### src/rtl/qsf_params.svh
`ifndef QSF_PARAMS_SVH
`define QSF_PARAMS_SVH
// ----------------------------------------------------------------
// Opcodes seen by the front end
// ----------------------------------------------------------------
`define QSF_OP_DUAL_OUT   8'h3B
`define QSF_OP_DUAL_IO    8'hBB
`define QSF_OP_QUAD_OUT   8'h6B
`define QSF_OP_QUAD_IO    8'hEB
`define QSF_OP_ENTER_4L   8'h38
`define QSF_OP_EXIT_4L    8'hFF
`define QSF_OP_RST_EN     8'h66
`define QSF_OP_RST_DO     8'h99
// ----------------------------------------------------------------
// Timing and buffer depth
// ----------------------------------------------------------------
`define QSF_CLK_NS        4
`define QSF_SWRST_NS      30000
`define QSF_SWRST_CYC     (`QSF_SWRST_NS / `QSF_CLK_NS)
`define QSF_HWRST_NS      1000
`define QSF_HWRST_CYC     ((`QSF_HWRST_NS + `QSF_CLK_NS - 1) / `QSF_CLK_NS)
`define QSF_FIFO_DEPTH    32
`endif

### src/rtl/qsf_pkg.sv
package qsf_pkg;
    // Lane width of the current transfer phase
    typedef enum logic [1:0] {
        QSF_W1,
        QSF_W2,
        QSF_W4
    } qsf_width_type;
    // Front end sequencing
    typedef enum logic [1:0] {
        QSF_IDLE,
        QSF_OPCODE,
        QSF_DATA,
        QSF_SKIP
    } qsf_state_type;
endpackage

### src/rtl/qsf_fifo.sv
`timescale 1ns/10ps
// Read data buffer between the array side and the lane shifter
module qsf_fifo #(
    parameter int WIDTH = 8,
    parameter int DEPTH = 32
) (
    input  wire logic             clk,       // System clock
    input  wire logic             rst_n,     // Async reset, active low
    input  wire logic             flush,     // Drop all contents
    input  wire logic [WIDTH-1:0] in_data,   // Fill data
    input  wire logic             in_valid,  // Fill strobe
    output logic                  in_ready,  // Room available
    output logic      [WIDTH-1:0] out_data,  // Head word
    output logic                  out_valid, // Head present
    input  wire logic             out_ready  // Drain strobe
);
    localparam int AW = $clog2(DEPTH);
    logic [WIDTH-1:0] mem [DEPTH];
    logic [AW:0]      wr_ptr;
    logic [AW:0]      rd_ptr;
    wire              do_wr = in_valid && in_ready;
    wire              do_rd = out_valid && out_ready;
    // ------------------------------------------------------------
    // Flags
    // ------------------------------------------------------------
    assign in_ready  = (wr_ptr - rd_ptr) != (AW+1)'(DEPTH);
    assign out_valid = wr_ptr != rd_ptr;
    assign out_data  = mem[rd_ptr[AW-1:0]];
    // Storage carries no reset, only the pointers do
    always_ff @(posedge clk) begin
        if (do_wr) begin
            mem[wr_ptr[AW-1:0]] <= in_data;
        end
    end
    // Pointers
    always_ff @(posedge clk or negedge rst_n) begin
        if (!rst_n) begin
            wr_ptr <= '0;
            rd_ptr <= '0;
        end else if (flush) begin
            wr_ptr <= '0;
            rd_ptr <= '0;
        end else begin
            if (do_wr) wr_ptr <= wr_ptr + 1'b1;
            if (do_rd) rd_ptr <= rd_ptr + 1'b1;
        end
    end
endmodule

### src/rtl/qsf_front_end.sv
// Contract
// Select high: deselected, all lanes released
// Ignore instructions until first select fall
// Single lane: sample input on rising clock
// Single lane: output changes on falling clock
// Dual/quad: sample rising, drive falling
// Quad needs quad enable; pins become lanes
// Write protect active low, off with quad
// Pause: output released, input/clock ignored
// Pause starts at pin fall or clock fall
// Pause ends at pin rise or clock fall
// Pause only without quad enable
// Host keeps select low during pause
// Accept bus modes 0 and 3
// 3Bh/BBh use lanes 0 and 1
// 6Bh/EBh use all four lanes
// 38h enters, FFh leaves four-lane mode
// Opcode: two clocks four-lane, eight single
// Reset and 99h return to single lane
// Four-lane entry only with quad enable
// Lane 3 pause or reset by select bit
// Dedicated reset pin works regardless
// Select bit 0 pause, 1 reset
// 66h then 99h resets, busy 30us
// Reset low 1us returns to power-on state
// Select fall restarts opcode, rise abandons
`timescale 1ns/10ps
`include "qsf_params.svh"
module qsf_front_end #(
    parameter int SWRST_CYC = `QSF_SWRST_CYC
) (
    input  wire logic       clk,            // System clock, 250 MHz
    input  wire logic       rst_n,          // Async reset, active low
    input  wire logic       chip_sel_n,     // Chip select pin
    input  wire logic       sclk,           // Serial clock pin
    input  wire logic [3:0] lane_in,        // Lanes 0..3 as seen at the pins
    output logic      [3:0] lane_out,       // Lane output values
    output logic      [3:0] lane_oe,        // Lane drive enables
    input  wire logic       reset_pin_n,    // Dedicated reset pin
    input  wire logic       quad_enable_bit,// Nonvolatile quad enable
    input  wire logic       lane3_is_reset, // Lane 3 as reset when set
    input  wire logic       status_write_guard, // Protection configuration
    output logic            status_wr_block,// Status writes blocked
    output logic            four_lane_command_mode, // Four-lane mode active
    output logic            paused,         // Pause condition active
    output logic            busy_reset,     // Reset period running
    output logic      [7:0] opcode,         // Last opcode taken
    output logic            opcode_valid,   // One cycle pulse per accepted opcode
    output logic      [7:0] rx_byte,        // Byte after opcode
    output logic            rx_valid,       // One cycle pulse per byte
    input  wire logic [7:0] tx_data,        // Read data to send
    input  wire logic       tx_valid,       // Read data strobe
    output logic            tx_ready        // Read buffer room
);
    // ------------------------------------------------------------
    // Pin synchronisers
    // ------------------------------------------------------------
    logic [6:0] s1;
    logic [6:0] s2;
    logic       sclk_d;
    logic       hold_d;
    always_ff @(posedge clk or negedge rst_n) begin
        if (!rst_n) begin
            // Select and clock come up low: a select already low at release is no edge
            s1 <= 7'h7C;
            s2 <= 7'h7C;
        end else begin
            s1 <= {reset_pin_n, lane_in, sclk, chip_sel_n};
            s2 <= s1;
        end
    end
    wire       cs_n   = s2[0];
    wire       sck    = s2[1];
    wire [3:0] lanes  = s2[5:2];
    wire       rpin_n = s2[6];
    wire       sck_rise = sck && !sclk_d;
    wire       sck_fall = !sck && sclk_d;
    // Lane 3 as pause or reset only when quad is off
    wire lane3_fn  = !quad_enable_bit && !four_lane_command_mode;
    wire hold_low  = lane3_fn && !lane3_is_reset && !lanes[3]; // see see
    wire lane3_rst = lane3_fn && lane3_is_reset && !lanes[3];  // see
    wire hw_rst    = !rpin_n || lane3_rst;
    // ------------------------------------------------------------
    // Hardware reset filter
    // ------------------------------------------------------------
    logic [8:0] hw_cnt;
    logic       hw_hit;
    always_ff @(posedge clk or negedge rst_n) begin
        if (!rst_n) begin
            hw_cnt <= '0;
            hw_hit <= 1'b0;
        end else if (!hw_rst) begin
            hw_cnt <= '0;
            hw_hit <= 1'b0;
        end else if (hw_cnt != 9'(`QSF_HWRST_CYC)) begin
            hw_cnt <= hw_cnt + 9'h001;
        end else begin
            hw_hit <= 1'b1;
        end
    end
    // Hardware reset blocks commands while low
    wire blocked = hw_rst || busy_reset; // see
    // ------------------------------------------------------------
    // Pause tracking
    // ------------------------------------------------------------
    // Changes when clock low, else at the next clock fall
    wire hold_take = !cs_n && (!sck || sck_fall);           // see
    wire next_paused = cs_n ? 1'b0 : (hold_take ? hold_low : paused);
    always_ff @(posedge clk or negedge rst_n) begin
        if (!rst_n) begin
            sclk_d <= 1'b0;
            hold_d <= 1'b0;
            paused <= 1'b0;
        end else begin
            sclk_d <= sck;
            hold_d <= cs_n;
            paused <= next_paused;
        end
    end
    wire cs_fall = !cs_n && hold_d;
    wire cs_rise = cs_n && !hold_d;
    // Clock edges are dropped while paused
    wire rise = sck_rise && !paused && !cs_n && !blocked; // see
    wire fall = sck_fall && !paused && !cs_n;
    // ------------------------------------------------------------
    // Sequencer
    // ------------------------------------------------------------
    qsf_pkg::qsf_state_type state;
    qsf_pkg::qsf_width_type rx_w;
    qsf_pkg::qsf_width_type tx_w;
    logic       armed;
    logic [7:0] shreg;
    logic [3:0] bitcnt;
    logic       rst_armed;
    logic [15:0] sw_cnt;
    wire [3:0] step = (rx_w == qsf_pkg::QSF_W4) ? 4'h4 :
                      (rx_w == qsf_pkg::QSF_W2) ? 4'h2 : 4'h1;
    wire [7:0] shin = (rx_w == qsf_pkg::QSF_W4) ? {shreg[3:0], lanes} :
                      (rx_w == qsf_pkg::QSF_W2) ? {shreg[5:0], lanes[1:0]} :
                      {shreg[6:0], lanes[0]}; // see
    wire byte_done = rise && (bitcnt + step == 4'h8);
    wire is_dual  = shin == `QSF_OP_DUAL_OUT || shin == `QSF_OP_DUAL_IO;
    wire is_quad  = shin == `QSF_OP_QUAD_OUT || shin == `QSF_OP_QUAD_IO;
    wire quad_ok  = quad_enable_bit;
    wire op_end   = byte_done && state == qsf_pkg::QSF_OPCODE;
    // Width of the phase after an opcode
    wire qsf_pkg::qsf_width_type op_w =
        four_lane_command_mode ? qsf_pkg::QSF_W4 :
        is_dual ? qsf_pkg::QSF_W2 : (is_quad ? qsf_pkg::QSF_W4 : qsf_pkg::QSF_W1);
    wire reject = !four_lane_command_mode && is_quad && !quad_ok;
    always_ff @(posedge clk or negedge rst_n) begin
        if (!rst_n) begin
            state  <= qsf_pkg::QSF_IDLE;
            armed  <= 1'b0;
            shreg  <= 8'h00;
            bitcnt <= 4'h0;
            rx_w   <= qsf_pkg::QSF_W1;
            tx_w   <= qsf_pkg::QSF_W1;
            opcode <= 8'h00;
            opcode_valid <= 1'b0;
            rx_byte <= 8'h00;
            rx_valid <= 1'b0;
            four_lane_command_mode <= 1'b0;
            rst_armed <= 1'b0;
            busy_reset <= 1'b0;
            sw_cnt <= 16'h0000;
        end else begin
            opcode_valid <= 1'b0;
            rx_valid <= 1'b0;
            if (busy_reset) begin
                sw_cnt <= sw_cnt - 16'h0001;
                if (sw_cnt == 16'h0001) busy_reset <= 1'b0;
            end
            if (hw_hit) begin
                state <= qsf_pkg::QSF_IDLE;
                four_lane_command_mode <= 1'b0;
                rst_armed <= 1'b0;
                busy_reset <= 1'b0;
            end else if (cs_n) begin
                armed <= 1'b1; // A real high select level was seen, see
                state <= qsf_pkg::QSF_IDLE; // see
            end else if (cs_fall) begin
                state  <= armed ? qsf_pkg::QSF_OPCODE : qsf_pkg::QSF_IDLE;
                bitcnt <= 4'h0;
                rx_w   <= four_lane_command_mode ? qsf_pkg::QSF_W4 : qsf_pkg::QSF_W1;
                tx_w   <= four_lane_command_mode ? qsf_pkg::QSF_W4 : qsf_pkg::QSF_W1;
            end else if (rise && state != qsf_pkg::QSF_IDLE
                         && state != qsf_pkg::QSF_SKIP) begin
                shreg  <= shin;
                bitcnt <= byte_done ? 4'h0 : bitcnt + step;
                if (byte_done && state == qsf_pkg::QSF_DATA) begin
                    rx_byte  <= shin;
                    rx_valid <= 1'b1;
                end
                if (op_end) begin
                    opcode <= shin;
                    opcode_valid <= !reject;
                    rx_w  <= op_w;
                    tx_w  <= op_w;
                    state <= reject ? qsf_pkg::QSF_SKIP : qsf_pkg::QSF_DATA;
                    rst_armed <= shin == `QSF_OP_RST_EN;
                    if (shin == `QSF_OP_ENTER_4L && quad_ok) four_lane_command_mode <= 1'b1; // see
                    if (shin == `QSF_OP_EXIT_4L) four_lane_command_mode <= 1'b0;
                    if (shin == `QSF_OP_RST_DO && rst_armed) begin
                        four_lane_command_mode <= 1'b0;
                        busy_reset <= 1'b1;
                        sw_cnt <= 16'(SWRST_CYC);
                    end
                end
            end
            if (cs_rise) state <= qsf_pkg::QSF_IDLE;
        end
    end
    // ------------------------------------------------------------
    // Read data path
    // ------------------------------------------------------------
    logic [7:0] fifo_data;
    logic       fifo_valid;
    logic [7:0] txsh;
    logic [3:0] txcnt;
    wire        load = fall && state == qsf_pkg::QSF_DATA && txcnt == 4'h0 && fifo_valid;
    qsf_fifo #(
        .WIDTH(8),
        .DEPTH(`QSF_FIFO_DEPTH)
    ) u_fifo (
        .clk      (clk),
        .rst_n    (rst_n),
        .flush    (cs_n),
        .in_data  (tx_data),
        .in_valid (tx_valid),
        .in_ready (tx_ready),
        .out_data (fifo_data),
        .out_valid(fifo_valid),
        .out_ready(load)
    );
    wire [3:0] tstep = (tx_w == qsf_pkg::QSF_W4) ? 4'h4 :
                       (tx_w == qsf_pkg::QSF_W2) ? 4'h2 : 4'h1;
    wire [7:0] cur   = load ? fifo_data : txsh;
    wire [3:0] next_out = (tx_w == qsf_pkg::QSF_W4) ? cur[7:4] :
                          (tx_w == qsf_pkg::QSF_W2) ? {2'b00, cur[7:6]} :
                          {2'b00, cur[7], 1'b0};
    wire [3:0] next_oe  = (tx_w == qsf_pkg::QSF_W4) ? 4'hF :
                          (tx_w == qsf_pkg::QSF_W2) ? 4'h3 : 4'h2;
    // Lane values change on clock falls only; drive enables also drop on deselect or pause
    always_ff @(posedge clk or negedge rst_n) begin
        if (!rst_n) begin
            txsh <= 8'h00;
            txcnt <= 4'h0;
            lane_out <= 4'h0;
            lane_oe <= 4'h0;
        end else if (cs_n || state != qsf_pkg::QSF_DATA) begin
            txcnt <= 4'h0;
            lane_oe <= 4'h0;
        end else if (paused) begin
            lane_oe <= 4'h0; // Shifter kept so the byte resumes after pause, see
        end else if (fall && (load || txcnt != 4'h0)) begin
            lane_out <= next_out;
            lane_oe  <= next_oe;
            txsh     <= cur << tstep;
            txcnt    <= (txcnt + tstep == 4'h8) ? 4'h0 : txcnt + tstep;
        end
    end
    // Write protect only in non-quad mode
    always_ff @(posedge clk or negedge rst_n) begin
        if (!rst_n) begin
            status_wr_block <= 1'b0;
        end else begin
            status_wr_block <= !quad_enable_bit && !lanes[2] && status_write_guard;
        end
    end
    // ------------------------------------------------------------
    // Checks
    // ------------------------------------------------------------
    deselect_float_a: assert property (@(posedge clk) disable iff (!rst_n)
        s2[0] |=> lane_oe == 4'h0) else $error("lanes driven while deselected");
    pause_float_a: assert property (@(posedge clk) disable iff (!rst_n)
        paused |=> lane_oe == 4'h0) else $error("lanes driven during pause");
    quad_gate_a: assert property (@(posedge clk) disable iff (!rst_n)
        $rose(four_lane_command_mode) |-> quad_enable_bit) else $error("four-lane without enable");
    pause_quad_a: assert property (@(posedge clk) disable iff (!rst_n)
        quad_enable_bit |-> !next_paused) else $error("pause with quad enable");
    swreset_busy_a: assert property (@(posedge clk) disable iff (!rst_n)
        $rose(busy_reset) |-> !four_lane_command_mode && sw_cnt == 16'(SWRST_CYC))
        else $error("software reset start wrong");
    out_on_fall_a: assert property (@(posedge clk) disable iff (!rst_n)
        $changed(lane_out) |-> $past(sck_fall)) else $error("output moved off a clock fall");
    opcode_time_a: assert property (@(posedge clk) disable iff (!rst_n)
        opcode_valid |-> $past(rise)) else $error("opcode not on a rise");
    wp_quad_a: assert property (@(posedge clk) disable iff (!rst_n)
        quad_enable_bit |=> !status_wr_block) else $error("protect active in quad");
endmodule

### config.mk
export PLATFORM = sky130hd
export DESIGN_NAME = qsf_front_end
export DESIGN_NICKNAME = d
export VERILOG_FILES = /design/src/rtl/qsf_pkg.sv /design/src/rtl/qsf_fifo.sv /design/src/rtl/qsf_front_end.sv
export VERILOG_INCLUDE_DIRS = /design/src /design/src/rtl
export SDC_FILE = /design/constraint.sdc
export NUM_CORES = 1
export LEC_CHECK = 0
export BUFFER_PORTS_ARGS = -buffer_cell sky130_fd_sc_hd__buf_4
export CORE_MARGIN = 2
export CORE_UTILIZATION = 62
export CTS_CLUSTER_SIZE = 24
export DETAILED_ROUTE_END_ITERATION = 10
export PLACE_DENSITY = 0.89
export RECOVER_POWER = 25
export SLEW_MARGIN = 20
export SYNTH_ARGS = -nofsm -noshare
export SYNTH_HDL_FRONTEND = slang
export SYNTH_SLANG_ARGS = --single-unit
### constraint.sdc
create_clock -name clk -period 4.2 [get_ports clk]
set_input_delay 0 -clock clk [delete_from_list [all_inputs] [get_ports clk]]
set_output_delay 0 -clock clk [all_outputs]
set_load 0.05 [all_outputs]
==> impl_metrics.json, run 1 <==
{
  "grt_max_degree": 92,
  "fin_cells": 1486,
  "yosysWarnings": 0,
  "grt_busiest_layer": "met2",
  "cts_tree": "built",
  "violations": "max-capacitance violations, max-slew violations",
  "gp_congestion": 0.977,
  "routed_wl_um": 36700,
  "rsz0062_at_grt": "no",
  "crit_path_start_kind": "flop",
  "synth_seq_cells": 368,
  "avgRoutedWirePerCell_um": 24.7,
  "ys_seq_area_share_pct": 67.0,
  "hold_path.class": "in -> async",
  "port_buffers": 51,
  "place_inst": 1398,
  "multiInputGateArea_um2": 4860,
  "hold_viol": 0,
  "setup_violations": 0,
  "p_leak_nw": 6.25,
  "ir_drop_v": 0.000412,
  "synth.avg_cell_area_um2": 14.9,
  "synthTopCellsByArea": "edfxtp_1, dfrtp_1, mux4_2",
  "die_height_um": 163,
  "synthArstFlopShare_pct": 30.4,
  "finalCritPeriodShare_pct": 88.9,
  "h-tree-depth": 2,
  "use_met2_pct": 45.7,
  "drv_slew": 264,
  "end_kind": "flop",
  "cts_num_sinks": 368,
  "drive_above_1_share_pct": 17.6,
  "power_frac_clock_pct": 42.9,
  "postRouteAntennaNets": 0,
  "worst_pin_slew_ns": 1.85,
  "arrival_ns": 3.89,
  "vias": 9751,
  "dp_worst_setup_slack_ns": 0.691,
  "synth_area_um2": 15700,
  "final_area_um2": 17700,
  "synthFlopType": "edfxtp_1",
  "fmax_ghz": 0.268,
  "grt_antenna_before_repair": 0,
  "clockRootBuffer": "clkbuf_16",
  "clk_pin_slew_ns": 0.06,
  "grt_pass1_vias": 9526,
  "relSlewSlack_pct": -23.1,
  "powerDensity_nw_per_um2": 419,
  "first_iter_violations": 1256,
  "hpwl_um": 21700,
  "routed_via_density": 6.56,
  "pin_count": 52,
  "status": "finished, violations left",
  "cts_made_buffers": 37,
  "seqCellArea_um2": 10500,
  "start_util_pct": 62.6,
  "area_growth_pct": 12.7,
  "grt_pass1_wl_um": 55400,
  "use_met3_pct": 5.43,
  "fill_cells": 1512,
  "drc": 0,
  "die_area_um2": 26600,
  "insertion_delay_ns": 0.54,
  "coreArea_um2": 25000,
  "overflow": 0,
  "worst_slack_ns": 0.466,
  "track_usage_pct": 27.9,
  "finClkSkew_ns": 0.0202,
  "crit_type": "reg -> reg",
  "post_cts_resized": 0,
  "die_w_um": 163,
  "p_sw_share_pct": 21.3,
  "p_int_mw": 5.82,
  "placed_area_um2": 16300,
  "fin_nets": 1173,
  "first_pass_iters": 5,
  "whs_ns": 0.126,
  "antennaDiodeCount": 0,
  "tns_ns": 0,
  "syn_inst": 1054,
  "yosysTopAreaCellShare_pct": 49.0,
  "syn_nets": 1100,
  "max_cap_violations": 8,
  "ys_types": 70,
  "post-synth-top-area-cell": "edfxtp_1",
  "seqPwrFrac_pct": 53.6,
  "rows": 58,
  "synth_edf_count": 256,
  "clockBufferDepth": 3,
  "p_switching_mw": 1.58,
  "crit_fanout": 8,
  "grtUsageMet1_pct": 37.8,
  "combPwrFrac_pct": 3.5,
  "cp.required_ns": 4.36,
  "post-route-min-period_ns": 3.73
}
==> through the flow <==
step                      power, mW  utilization (%)
final                          7.40             70.6
after global routing           7.59             70.6
after CTS                      7.42             70.7
after detailed placement       4.28             65.2
after global placement         4.26             65.2
after floorplan                4.15                -
==> state kept, by name, summed over array words and instances (netlist names), 3 cells and up <==
name	cells
bitcnt	4
hw_cnt	9
lane_oe	3
lane_out	4
opcode	8
rx_byte	8
s1	7
s2	7
shreg	7
sw_cnt	16
txcnt	4
txsh	8
u_fifo.mem	256
u_fifo.rd_ptr	6
u_fifo.wr_ptr	6
==> worst max-delay path, cell delays in order, from the launching register on <==
cell	delay, ns
dfrtp_1	0.44
ha_1	0.30
nor2b_1	0.14
o21ai_0	0.25
a21boi_0	0.19
o211a_1	0.23
o21ai_1	0.33
and2_0	0.35
nand2_1	0.45
nor2_1	0.68
==> final cells by class <==
cell class / count / area share (%)
Sequential cell: 368 / 59.5
Clock inverter: 22 / 1.06
Tap cell: 330 / 2.34
Timing Repair Buffer: 80 / 3.58
Multi-Input combinational cell: 617 / 27.5
Clock buffer: 46 / 5.55
Inverter: 23 / 0.489
==> routing by layer <==
layer,up-vias,wire length [µm]
met5,-,0
met4,0,1300
li1,4161,-
met3,107,3390
met2,594,18100
met1,4889,13900
==> cell usage in the layout, fill, tap and decap left out, drive strengths merged, types with 7 or more instances in the layout <==
master	synthesis	final
buf	20	45
nand3b	9	9
edfxtp	256	256
nor2b	11	11
ha	25	25
dfrtp	102	102
nor2	91	91
clkinv	1	15
xor2	13	13
xnor2	26	26
inv	22	27
clkbuf	26	61
nor3	17	17
nor4	11	11
mux2	32	32
dfstp	10	10
a21oi	31	31
mux4	41	41
a211oi	10	10
and3	7	7
nand3	23	23
nand2	71	71
o221ai	10	10
o22ai	12	12
o21ai	29	29
mux2i	57	57
a22o	12	12
dlygate4sd3	0	20
==> synthesized netlist by cell type, types with 6 or more instances <==
library cell  count
edfxtp_1        256
dfrtp_1         102
nor2_1           91
nand2_1          71
mux2i_1          57
mux4_2           41
a21oi_1          31
mux2_2           31
o21ai_0          27
clkbuf_1         26
xnor2_1          26
ha_1             25
nand3_1          23
inv_1            22
nor3_1           16
xor2_1           13
a22o_1           12
o22ai_1          12
nor2b_1          11
dfstp_2          10
nor4_1           10
o221ai_1         10
a211oi_1          9
nand3b_1          9
and3_1            7
a22oi_1           6
buf_4             6
nand4_1           6
==> cell families (layout without fill, tap and decap cells) <==
logic type,count (synthesis),count (layout),synth area share [%]
DFF,368,368,67.0
and+or+nand+nor,277,277,8.58
AOI/OAI and AO/OA,146,146,6.35
muxes,130,130,11.8
xor gates and xnor gates,39,39,2.18
buffers and inverters,69,171,2.07
adders and majority gates,25,25,1.99
==> path summary, 6_finish.rpt <==
kind / startpoint / endpoint / slack [ns] / cells after the start
max: u_fifo.wr_ptr[1] / u_fifo.mem[26][6] / 0.47 / 9
min: rst_n / txsh[5] / 0.13 / 2
max reg2reg: u_fifo.wr_ptr[1] / u_fifo.mem[26][6] / 0.47 / 9
min reg2reg: s1[0] / s2[0] / 0.35 / 0
max in group asynchronous: rst_n / txsh[4] / 2.91 / 3
min in group clk: lane_in[0] / s1[2] / 0.13 / 2
==> repair_timing <==
item / CTS / global route
endpoints found under the hold margin: 328 / 0
hold buffers: 20 / 0
endpoints found under the setup margin: 0 / 0
buffers inserted: 0 / 0
==> power groups by stage <==
stage	clock, mW	combinational (mW)	sequential (mW)
final	3.17	0.262	3.97
after detailed placement	0	0.242	4.03
after floorplan	0	0.118	4.03
after CTS	3.19	0.261	3.96
after global routing	3.34	0.281	3.97
after global placement	0	0.231	4.03
No activity file was read; power rests on OpenSTA's default activity.
==> run 2, diff against run 1 <==
- CORE_UTILIZATION: 62 -> 64
- CTS_BUF_LIST: not set -> sky130_fd_sc_hd__clkbuf_4 sky130_fd_sc_hd__clkbuf_8
- PLACE_DENSITY: 0.89 -> 0.91
==> run 2 against run 1 <==
Net effect:
- the run still ends with max-capacitance violations, max-slew violations left
- first-iteration DRC count rose by 6.4%
- maximum frequency is 7.3% lower
- hold slack got worse by 0.11 ns
- cell count up 2.4%
- largest cell class unchanged
- largest power group unchanged
==> impl_metrics.json, run 2 (synthesized netlist as in run 1, its figures left out) <==
{
  "status": "finished, violations left",
  "violations": "max-capacitance violations, max-slew violations",
  "dr.max_layer_used": "met5",
  "crit_path_start_kind": "flop",
  "setup_violations": 0,
  "die_area_um2": 25800,
  "p_switching_mw": 1.62,
  "cp_cell_sequence": "clkinv_1 > ha_1 > nor3_1 > nand3_1 > a21oi_1 > o21ai_1 > and2_0 > nand2_1 > nor2_1",
  "path_buf_inv": 1,
  "ir_drop_v": 0.000329,
  "p_leak_nw": 6.36,
  "cts_num_sinks": 368,
  "placed_area_um2": 16300,
  "final_util_pct": 73.6,
  "powerDensity_nw_per_um2": 423,
  "postRouteAntennaNets": 0,
  "crit_family": "simple AND/OR/NAND/NOR gates",
  "seqPwrFrac_pct": 52.7,
  "track_usage_pct": 29.3,
  "largest_register_ffs": 256,
  "grt_max_degree": 92,
  "h-tree-depth": 2,
  "cp.required_ns": 4.43,
  "cpPeakStageDelay_ns": 0.77,
  "coreArea_um2": 24200,
  "r2r_cells": 9,
  "p_int_mw": 5.91,
  "rsz0062_at_grt": "no",
  "post-route-min-period_ns": 4.03,
  "clockRootBuffer": "clkbuf_8",
  "die_height_um": 161,
  "multiInputGateArea_um2": 4860,
  "total_power_mw": 7.53,
  "vias": 9903,
  "arrival_ns": 4.26,
  "grt_pass1_vias": 10075,
  "first_pass_iters": 6,
  "hold_viol": 0,
  "finalCritPeriodShare_pct": 95.9,
  "drt-met1-wl_um": 13300,
  "seqCellArea_um2": 10500,
  "overflow": 0,
  "final_cell_mix": "edfxtp_1, dfrtp_1, nor2_1",
  "start_util_pct": 64.9,
  "pin_count": 52,
  "final_area_um2": 17800,
  "avgRoutedWirePerCell_um": 24.1,
  "hold_path.class": "in -> async",
  "die_w_um": 161,
  "endpoint": "u_fifo.mem[14][3]",
  "fin_nets": 1195,
  "timing.critical_path.slowest_stage_cell": "nor2_1",
  "grt_pass1_wl_um": 57800,
  "p_sw_share_pct": 21.6,
  "crit_fanout": 11,
  "worst_pin_slew_ns": 1.81,
  "cts_made_buffers": 57,
  "final_common_cell": "edfxtp_1",
  "fill_cells": 1318,
  "clockBufferDepth": 3,
  "gp_congestion": 0.978,
  "fmax_ghz": 0.248,
  "hpwl_um": 22500,
  "combPwrFrac_pct": 3.4,
  "routed_via_density": 6.51,
  "startpoint": "u_fifo.rd_ptr[4]",
  "wl_met2_um": 17700,
  "port_buffers": 51,
  "wl_met3_um": 3990,
  "grt_antenna_before_repair": 0,
  "r2r_end": "u_fifo.mem[14][3]",
  "drv_slew": 264,
  "cts_tree": "built",
  "path_depth": 9,
  "end_kind": "flop",
  "whs_ns": 0.0116,
  "max_cap_violations": 8,
  "insertion_delay_ns": 0.63,
  "r2r_setup_slack_ns": 0.17,
  "first_iter_violations": 1336,
  "drive_above_1_share_pct": 20.8,
  "rows": 57,
  "clk_pin_slew_ns": 0.06,
  "routed_wl_um": 36600,
  "drc": 0,
  "power_frac_clock_pct": 43.9,
  "cts_setup_buffers": 0,
  "crit_type": "reg -> reg",
  "tns_ns": 0,
  "relSlewSlack_pct": -20.4,
  "finClkSkew_ns": 0.0451,
  "area_growth_pct": 13.5,
  "timing.rr.start": "u_fifo.rd_ptr[4]",
  "antennaDiodeCount": 0
}
-- run 2: cell count changes in the layout (fill, tap and decap cells not counted), sizes merged --
cell,delta
buf,+2
bufinv,+4
clkbuf,+32
clkinv,+6
inv,-3
-- run 2: metrics by stage --
step           std cells  setup slack (ns)
6_report            1521             0.173
3_3_place_gp        1394             0.732
2_1_floorplan       1054             0.130
5_1_grt             1521            0.0462
3_5_place_dp        1394             0.413
4_1_cts             1521             0.318
-- run 2: worst min-delay path by stage --
stage / start / to / slack (ns)
floorplan: rst_n / armed / -0.30
global placement: lane_in[2] / s1[4] / 0.11
detailed placement: reset_pin_n / s1[6] / 0.11
CTS: lane_in[0] / s1[2] / 0.006
global route: reset_pin_n / s1[6] / 0.03
finish: rst_n / u_fifo.rd_ptr[4] / 0.01
-- run 2: repair_timing --
action,4_1_cts,5_1_grt
resized for setup,0,0
endpoints found under the setup margin,0,0
hold buffers,20,0
hold endpoints to repair,341,0
-- run 2: power groups by stage --
stage	clock network [mW]	logic (mW)	registers, mW
CTS	3.32	0.259	3.96
finish	3.30	0.259	3.97
global placement	0	0.232	4.03
floorplan	0	0.118	4.03
global route	3.49	0.281	3.97
detailed placement	0	0.242	4.04
-- run 2: layer usage --
layer,track usage (%),up-vias
li1,-,4210
met1,39.5,4853
met2,47.4,698
met3,6.46,140
met4,11.6,2
met5,0,-
-- run 2: final cells by class --
class,instances,share of cell area [%]
inverter,23,0.485
sequential,368,59.1
clock inverter,29,1.79
timing repair buffer,82,3.64
tap,324,2.28
clock buffer,78,5.44
multi-input combinational,617,27.3
